<file path="config.mk">
export PLATFORM = sky130hd
export DESIGN_NAME = prm_power_reset_manager
export DESIGN_NICKNAME = d
export VERILOG_FILES = /design/src/rtl/prm_pkg.sv /design/src/rtl/prm_power_reset_manager.sv
export VERILOG_INCLUDE_DIRS = /design/src /design/src/rtl
export SDC_FILE = /design/constraint.sdc
export NUM_CORES = 1
export LEC_CHECK = 0
export ABC_AREA = 1
export BUFFER_PORTS_ARGS = -buffer_cell sky130_fd_sc_hd__buf_2
export CAP_MARGIN = 30
export CORE_MARGIN = 4
export CORE_UTILIZATION = 25
export DETAILED_ROUTE_END_ITERATION = 10
export PLACE_DENSITY = 0.4
export SETUP_SLACK_MARGIN = 0.3
export SYNTH_ARGS = -nofsm -noshare
export SYNTH_HDL_FRONTEND = slang
export SYNTH_SLANG_ARGS = --single-unit
</file>
<file path="constraint.sdc">
create_clock -name clock_in -period 3.45 [get_ports clock_in]
set_input_delay 0.69 -clock clock_in [delete_from_list [all_inputs] [get_ports clock_in]]
set_output_delay 0.69 -clock clock_in [all_outputs]
set_load 0.02 [all_outputs]
</file>
<file path="src/rtl/prm_defs.svh">
`ifndef PRM_DEFS_SVH
`define PRM_DEFS_SVH

// clock rate
`define PRM_CLK_HZ 10000000
`define PRM_CLK_PER_US (`PRM_CLK_HZ / 1000000)

// carrier reset pulse length, least time
`define PRM_RST_PULSE_US 100
`define PRM_RST_PULSE_CYC (`PRM_RST_PULSE_US * `PRM_CLK_PER_US)

// suspend-imminent lead before a low-power state, least time
`define PRM_SUS_LEAD_US 20
`define PRM_SUS_LEAD_CYC (`PRM_SUS_LEAD_US * `PRM_CLK_PER_US)

// counter width, enough for the longest count
`define PRM_CNT_W 12

// synchroniser bit positions
`define PRM_SYNC_W 9
`define PRM_IX_PWR_BUTTON 0
`define PRM_IX_RSTBTN 1
`define PRM_IX_GOOD 2
`define PRM_IX_MAINLOW 3
`define PRM_IX_WAKE 4
`define PRM_IX_BATTERY_LOW_N 5
`define PRM_IX_LID 6
`define PRM_IX_SLEEP 7
`define PRM_IX_ESPI 8

// synchroniser reset value: every input at its idle level except supply-good, which resets low
`define PRM_SYNC_RST 9'h0f3

`endif

</file>
<file path="src/rtl/prm_pkg.sv">
package prm_pkg;

	// power state, one-hot
	typedef enum logic [4:0] {
		PRM_ST_OFF = 5'h01,
		PRM_ST_START = 5'h02,
		PRM_ST_RUN = 5'h04,
		PRM_ST_PREP = 5'h08,
		PRM_ST_S3 = 5'h10
	} prm_state_t;

	// requests from module power management
	typedef struct packed {
		logic suspend_ram;
		logic soft_off;
		logic sw_reset;
	} prm_pm_req_t;

	// events and levels reported to power management
	typedef struct packed {
		logic pwr_btn;
		logic sleep_btn;
		logic wake;
		logic lid_chg;
		logic lid_closed;
		logic power_fail;
	} prm_pm_evt_t;

endpackage

</file>
<file path="src/rtl/prm_power_reset_manager.sv">
`timescale 1ns/1ps
`include "prm_defs.svh"

// Operation
// - falling edge on power button registers a power button event
// - power button event wakes from soft-off or suspend; running, power management may power down
// - reset button edge-triggered: one reset per falling edge, never held while low
// - carrier reset on reset button, supply-good low, main rail low, watchdog timeout
// - carrier reset also on software request
// - supply-good high means power good; startup held off while low
// - watchdog-expired output signals a watchdog timeout, otherwise low
// - suspend-imminent driven low before low-power state; unused in eSPI mode
// - suspend-to-RAM output low while in suspend-to-RAM; does not start suspend
// - both soft-off outputs driven identically, low while in soft-off
// - pcie wake input accepted as a wake request
// - battery-low input made available as a power-fail indication
// - lid switch state reported to power management as a lid event source
// - sleep button presses reported to power management for sleep or wake

module prm_power_reset_manager (
	// clock and reset
	input wire logic clock_in,
	input wire logic nrst_in,
	// carrier inputs, asynchronous
	input wire logic power_button_n_in,
	input wire logic reset_button_n_in,
	input wire logic supply_good_in,
	input wire logic main_supply_low_in,
	input wire logic pcie_wake_n_in,
	input wire logic battery_low_n_in,
	input wire logic lid_n_in,
	input wire logic sleep_button_n_in,
	input wire logic espi_select_in,
	// module side, same clock
	input wire prm_pkg::prm_pm_req_t pm_req_in,
	input wire logic watchdog_timeout_in,
	input wire logic watchdog_clear_in,
	// carrier outputs
	output logic carrier_reset_n_out,
	output logic watchdog_expired_out,
	output logic suspend_imminent_n_out,
	output logic suspend_to_ram_n_out,
	output logic soft_off_a_n_out,
	output logic soft_off_b_n_out,
	// module side reports
	output prm_pkg::prm_pm_evt_t pm_evt_out,
	output prm_pkg::prm_state_t power_state_out
);

	localparam logic [`PRM_SYNC_W-1:0] SYNC_RST = `PRM_SYNC_RST;
	localparam logic [`PRM_CNT_W-1:0] RST_LAST = `PRM_CNT_W'(`PRM_RST_PULSE_CYC - 1);
	localparam logic [`PRM_CNT_W-1:0] LEAD_LAST = `PRM_CNT_W'(`PRM_SUS_LEAD_CYC - 1);

	logic [`PRM_SYNC_W-1:0] raw;
	logic [`PRM_SYNC_W-1:0] meta_r;
	logic [`PRM_SYNC_W-1:0] sync_r;
	logic [`PRM_SYNC_W-1:0] prev_r;
	logic [`PRM_SYNC_W-1:0] fall;
	logic [`PRM_SYNC_W-1:0] chg;

	prm_pkg::prm_state_t state_r;
	prm_pkg::prm_state_t state_nxt;
	logic to_ram_r;
	logic [`PRM_CNT_W-1:0] lead_cnt_r;
	logic lead_done;

	logic [`PRM_CNT_W-1:0] rst_cnt_r;
	logic rst_busy_r;
	logic rst_trig;
	logic rst_hold;
	logic power_bad;
	logic wake_req;

	// gather the pins in synchroniser order
	assign raw[`PRM_IX_PWR_BUTTON] = power_button_n_in;
	assign raw[`PRM_IX_RSTBTN] = reset_button_n_in;
	assign raw[`PRM_IX_GOOD] = supply_good_in;
	assign raw[`PRM_IX_MAINLOW] = main_supply_low_in;
	assign raw[`PRM_IX_WAKE] = pcie_wake_n_in;
	assign raw[`PRM_IX_BATTERY_LOW_N] = battery_low_n_in;
	assign raw[`PRM_IX_LID] = lid_n_in;
	assign raw[`PRM_IX_SLEEP] = sleep_button_n_in;
	assign raw[`PRM_IX_ESPI] = espi_select_in;

	// two-flop synchroniser plus a history stage for edges
	genvar gi;
	generate
		for (gi = 0; gi < `PRM_SYNC_W; gi = gi + 1) begin : g_sync
			always_ff @(posedge clock_in or negedge nrst_in) begin
				if (!nrst_in) begin
					meta_r[gi] <= SYNC_RST[gi];
					sync_r[gi] <= SYNC_RST[gi];
					prev_r[gi] <= SYNC_RST[gi];
				end else begin
					meta_r[gi] <= raw[gi];
					sync_r[gi] <= meta_r[gi];
					prev_r[gi] <= sync_r[gi];
				end
			end
			// edges look only at the settled stages, never the first flop
			assign fall[gi] = prev_r[gi] & ~sync_r[gi];
			assign chg[gi] = prev_r[gi] ^ sync_r[gi];
		end
	endgenerate

	// supply trouble: good dropped or main rail under its minimum
	assign power_bad = ~sync_r[`PRM_IX_GOOD] | sync_r[`PRM_IX_MAINLOW];

	// any wake source out of suspend-to-RAM
	assign wake_req = fall[`PRM_IX_PWR_BUTTON] | fall[`PRM_IX_SLEEP] | ~sync_r[`PRM_IX_WAKE];

	assign lead_done = (lead_cnt_r == LEAD_LAST);

	// next power state
	always_comb begin
		state_nxt = state_r;
		case (state_r)
			prm_pkg::PRM_ST_OFF: begin
				if (fall[`PRM_IX_PWR_BUTTON]) begin
					state_nxt = prm_pkg::PRM_ST_START;
				end
			end
			prm_pkg::PRM_ST_START: begin
				// carrier may still be loading its programmable parts
				if (!power_bad) begin
					state_nxt = prm_pkg::PRM_ST_RUN;
				end
			end
			prm_pkg::PRM_ST_RUN: begin
				if (power_bad) begin
					state_nxt = prm_pkg::PRM_ST_START;
				end else if (pm_req_in.soft_off || pm_req_in.suspend_ram) begin
					state_nxt = prm_pkg::PRM_ST_PREP;
				end
			end
			prm_pkg::PRM_ST_PREP: begin
				if (lead_done) begin
					state_nxt = to_ram_r ? prm_pkg::PRM_ST_S3 : prm_pkg::PRM_ST_OFF;
				end
			end
			prm_pkg::PRM_ST_S3: begin
				if (wake_req) begin
					state_nxt = prm_pkg::PRM_ST_START;
				end
			end
			default: begin
				state_nxt = prm_pkg::PRM_ST_OFF;
			end
		endcase
	end

	// power state register
	always_ff @(posedge clock_in or negedge nrst_in) begin
		if (!nrst_in) begin
			state_r <= prm_pkg::PRM_ST_OFF;
		end else begin
			state_r <= state_nxt;
		end
	end

	// target of a pending entry; soft-off wins over suspend-to-RAM
	always_ff @(posedge clock_in or negedge nrst_in) begin
		if (!nrst_in) begin
			to_ram_r <= 1'b0;
		end else if (state_r == prm_pkg::PRM_ST_RUN) begin
			to_ram_r <= pm_req_in.suspend_ram & ~pm_req_in.soft_off;
		end
	end

	// lead time that suspend-imminent stands before the low-power state
	always_ff @(posedge clock_in or negedge nrst_in) begin
		if (!nrst_in) begin
			lead_cnt_r <= '0;
		end else if (state_r == prm_pkg::PRM_ST_PREP && !lead_done) begin
			lead_cnt_r <= lead_cnt_r + `PRM_CNT_W'(1);
		end else begin
			lead_cnt_r <= '0;
		end
	end

	// reset pulse sources while running; the button by edge only, so a stuck button gives one pulse
	assign rst_trig = (state_r == prm_pkg::PRM_ST_RUN) &
		(fall[`PRM_IX_RSTBTN] | watchdog_timeout_in | pm_req_in.sw_reset);

	// reset held while supply is bad or not running; next state keeps it in step with the state report
	assign rst_hold = power_bad | (state_nxt != prm_pkg::PRM_ST_RUN);

	// pulse stretcher, retriggered by a new source
	always_ff @(posedge clock_in or negedge nrst_in) begin
		if (!nrst_in) begin
			rst_cnt_r <= '0;
			rst_busy_r <= 1'b0;
		end else if (rst_trig) begin
			rst_cnt_r <= '0;
			rst_busy_r <= 1'b1;
		end else if (rst_busy_r) begin
			rst_cnt_r <= rst_cnt_r + `PRM_CNT_W'(1);
			rst_busy_r <= (rst_cnt_r != RST_LAST - `PRM_CNT_W'(1));
		end
	end

	// carrier reset output
	always_ff @(posedge clock_in or negedge nrst_in) begin
		if (!nrst_in) begin
			carrier_reset_n_out <= 1'b0;
		end else begin
			carrier_reset_n_out <= ~(rst_hold | rst_trig | rst_busy_r);
		end
	end

	// watchdog flag; a timeout in the clear cycle still sets it
	always_ff @(posedge clock_in or negedge nrst_in) begin
		if (!nrst_in) begin
			watchdog_expired_out <= 1'b0;
		end else if (watchdog_timeout_in) begin
			watchdog_expired_out <= 1'b1;
		end else if (watchdog_clear_in) begin
			watchdog_expired_out <= 1'b0;
		end
	end

	// suspend state outputs, from the next state so they track it without lag
	always_ff @(posedge clock_in or negedge nrst_in) begin
		if (!nrst_in) begin
			suspend_imminent_n_out <= 1'b0;
			suspend_to_ram_n_out <= 1'b1;
			soft_off_a_n_out <= 1'b0;
			soft_off_b_n_out <= 1'b0;
		end else begin
			// held high in eSPI mode since no lpc device listens
			suspend_imminent_n_out <= sync_r[`PRM_IX_ESPI] |
				(state_nxt == prm_pkg::PRM_ST_RUN) | (state_nxt == prm_pkg::PRM_ST_START);
			suspend_to_ram_n_out <= (state_nxt != prm_pkg::PRM_ST_S3);
			soft_off_a_n_out <= (state_nxt != prm_pkg::PRM_ST_OFF);
			soft_off_b_n_out <= (state_nxt != prm_pkg::PRM_ST_OFF);
		end
	end

	// event pulses and levels for power management
	always_ff @(posedge clock_in or negedge nrst_in) begin
		if (!nrst_in) begin
			pm_evt_out <= '0;
		end else begin
			pm_evt_out.pwr_btn <= fall[`PRM_IX_PWR_BUTTON];
			pm_evt_out.sleep_btn <= fall[`PRM_IX_SLEEP];
			pm_evt_out.wake <= fall[`PRM_IX_WAKE];
			pm_evt_out.lid_chg <= chg[`PRM_IX_LID];
			pm_evt_out.lid_closed <= ~sync_r[`PRM_IX_LID];
			pm_evt_out.power_fail <= ~sync_r[`PRM_IX_BATTERY_LOW_N];
		end
	end

	// state report
	always_ff @(posedge clock_in or negedge nrst_in) begin
		if (!nrst_in) begin
			power_state_out <= prm_pkg::PRM_ST_OFF;
		end else begin
			power_state_out <= state_nxt;
		end
	end

endmodule

</file>
==> results.toml <==
[placed_design]
place_hpwl_um = 4130
post-place-ws_ps = 1970
gp_congestion = 0.792
port_buffers = 32
dpl_cell_area_sq_um = 3040

[worst_setup_path]
critPathBufInv = 1
endpoint_kind = "output port"
crit_chain = "buf_2"
cp-start-kind = "flop"
crit_slowest_cell = "dfstp_2"
path_delay_family = "flip-flops"
regToRegSetupSlack_ps = 2020
rr_endpoint = "lead_cnt_r[9]"
critical_path.max_stage_delay_ps = 550
r2r_cells = 7
crit_arrival_ps = 1050
crit_type = "reg2out"
r2r_start = "lead_cnt_r[0]"
crit_required_ps = 2760
path_max_fanout = 3

[die]
initial_utilization_pct = 26.0
fp.dieW_um = 112
rows = 37
ios = 33
core_area_sq_um = 10500
fp.dieH_um = 112
dieArea_sq_um = 12600

[logic_synthesis]
ys_top_cells_by_area = "dfrtp_1 42%, dfstp_2 18%, nand2_1 6.8%"
synth_seq_area_share_pct = 60.7
ys_ff_latch = 65
synth_nets = 303
synth_top_area_share_pct = 42.4
ys_types = 28
synth_top_area_cell = "dfrtp_1"
ys_warn_count = 0
synthCells = 284
postSynthAreaPerCell_sq_um = 9.57
synth_area_sq_um = 2720

[grt]
grt_pass1_vias = 1918
grt_max_degree = 34
grt.total_usage_pct = 9.59
antenna_found_initial = 0
grt_overflow = 0
grt_first_pass_wirelength_um = 9580

[timing]
slew_headroom_pct = 71.5
holdWs_ps = 216
drv_slew = 0
fin_crit_sh_pct = 50.3
layout_setup_ws_ps = 1710
fmax_ghz = 0.576
finalHoldViolCount = 0
tns_ps = 0
finClkSkew_ps = 10.9
tightestPinTransition_ps = 428
rsz0062_at_grt = "no"
fin_crit_ps = 1740
setup_violations = 0

[finish]
drive_gt1_share_pct = 29.5
syn2layout_area_growth_pct = 19.5
antenna_cells = 0
num-fill-cells = 1116
fin_area_sq_um = 3250
final_common_cell = "nand2_1"
layout_common_cells = "49 x nand2_1, 46 x dfrtp_1, 39 x inv_1, 37 x nor2_1, 32 x buf_2"
nets = 346

[clocking]
cts_sinks = 65
post_cts_resized = 0
cts_tree = "done"
cts_root_buf = "clkbuf_8"
cts_buffers = 9
h-tree-depth = 3
clk_pin_slew_ps = 80
post-cts-setup-buffer-count = 0
clk_latency_ps = 330
cts_buffer_depth = 2
ctsHoldBuffers = 0

[detailed_routing]
avgRoutedWirePerCell_um = 11.8
ant_nets = 0
dr.pass1.iters = 6
vias_per_cell = 4.08
drt-total-wl_um = 5520
drc_errors = 0
drt_iter0_drc = 88
via_count = 1911

[pwr]
vdd_drop_max_uv = 203
power_leakage_nw = 1.54
powerDensity_nw_per_um2 = 602
power.total_mw = 1.96

[hold_path]
hp-class = "in2async"

[flow_run]
cap_violations = 0

[run_status]
outcome = "completed"
[sequential cells by signal (all words and copies together) (netlist names)]
signal	cells
meta_r	9
suspend_imminent_n_out	1
watchdog_expired_out	1
rst_busy_r	1
suspend_to_ram_n_out	1
soft_off_a_n_out	1
to_ram_r	1
rst_cnt_r	12
prev_r	5
state_r	5
lead_cnt_r	12
sync_r	9
carrier_reset_n_out	1
pm_evt_out	6
[worst register-to-register path, stage by stage (launching register included)]
cell     delay [ps]
dfrtp_1         370
ha_1            210
inv_1            50
nor2_1          140
nand3_2         120
nand2_2         250
nor2_1           80
o21a_1          100
[synthesized netlist by cell type (all sizes together)]
library cell / instances
dfrtp: 46
nand4: 3
o21ai: 10
nand2: 55
nor2: 42
nand3b: 2
nor3b: 1
o21a: 1
and3: 1
xor2: 4
nand3: 17
or2: 2
ha: 3
o31ai: 1
inv: 45
a21oi: 12
nor4: 1
nor3: 17
dfstp: 19
buf: 2
[final cells by class]
| class | instances | area, sq um | area share [%] |
|---|---|---|---|
| well taps | 136 | 170 | 5.24 |
| repair buffers | 34 | 175 | 5.39 |
| clock inverters | 6 | 66.3 | 2.04 |
| clock buffers | 10 | 138 | 4.24 |
| flip-flops and latches | 65 | 1650 | 50.8 |
| inverters | 45 | 169 | 5.20 |
| multi-input cells | 172 | 880 | 27.1 |
[power breakdown]
part           total (mW)  internal (mW)  switching, mW
combinational       0.345          0.125          0.220
sequential          0.951          0.870         0.0809
clock               0.661          0.356          0.305
total                1.96           1.35          0.605
[per-layer routing]
layer  track usage [%]  up-vias  routed length [um]
met3              3.18        5                 216
met1              13.4      899                2780
met5                 0        -                   0
met2              13.9       27                2450
li1                  -      980                   -
met4              3.37        0                  72
[worst max-delay path by stage]
stage,startpoint,endpoint,slack (ps),cells after the start
after global placement,pm_req_in[2],suspend_imminent_n_out,1970,6
after floorplan,soft_off_a_n_out,soft_off_b_n_out,2150,1
after detailed placement,watchdog_timeout_in,carrier_reset_n_out,1970,6
after global routing,state_r[0],power_state_out[0],1650,1
after CTS,state_r[0],power_state_out[0],1680,1
final,state_r[0],power_state_out[0],1710,1
[kinds of logic after synthesis]
family,Yosys count,share of synthesized area [%]
flip-flops,65,60.7
buffers and inverters,47,6.91
XOR/XNOR,4,1.29
AND/OR/NAND/NOR,141,25.0
AO/OA/AOI/OAI,24,4.74
adder cells (fa/ha/maj),3,1.38
[metrics by stage]
| stage | std cells | util (%) |
|---|---|---|
| after floorplan | 284 | - |
| after global placement | 452 | 29.1 |
| after detailed placement | 452 | 29.1 |
| after CTS | 468 | 31.0 |
| after global routing | 468 | 31.0 |
| final | 468 | 31.0 |
Power figures use the tool's default switching activity.
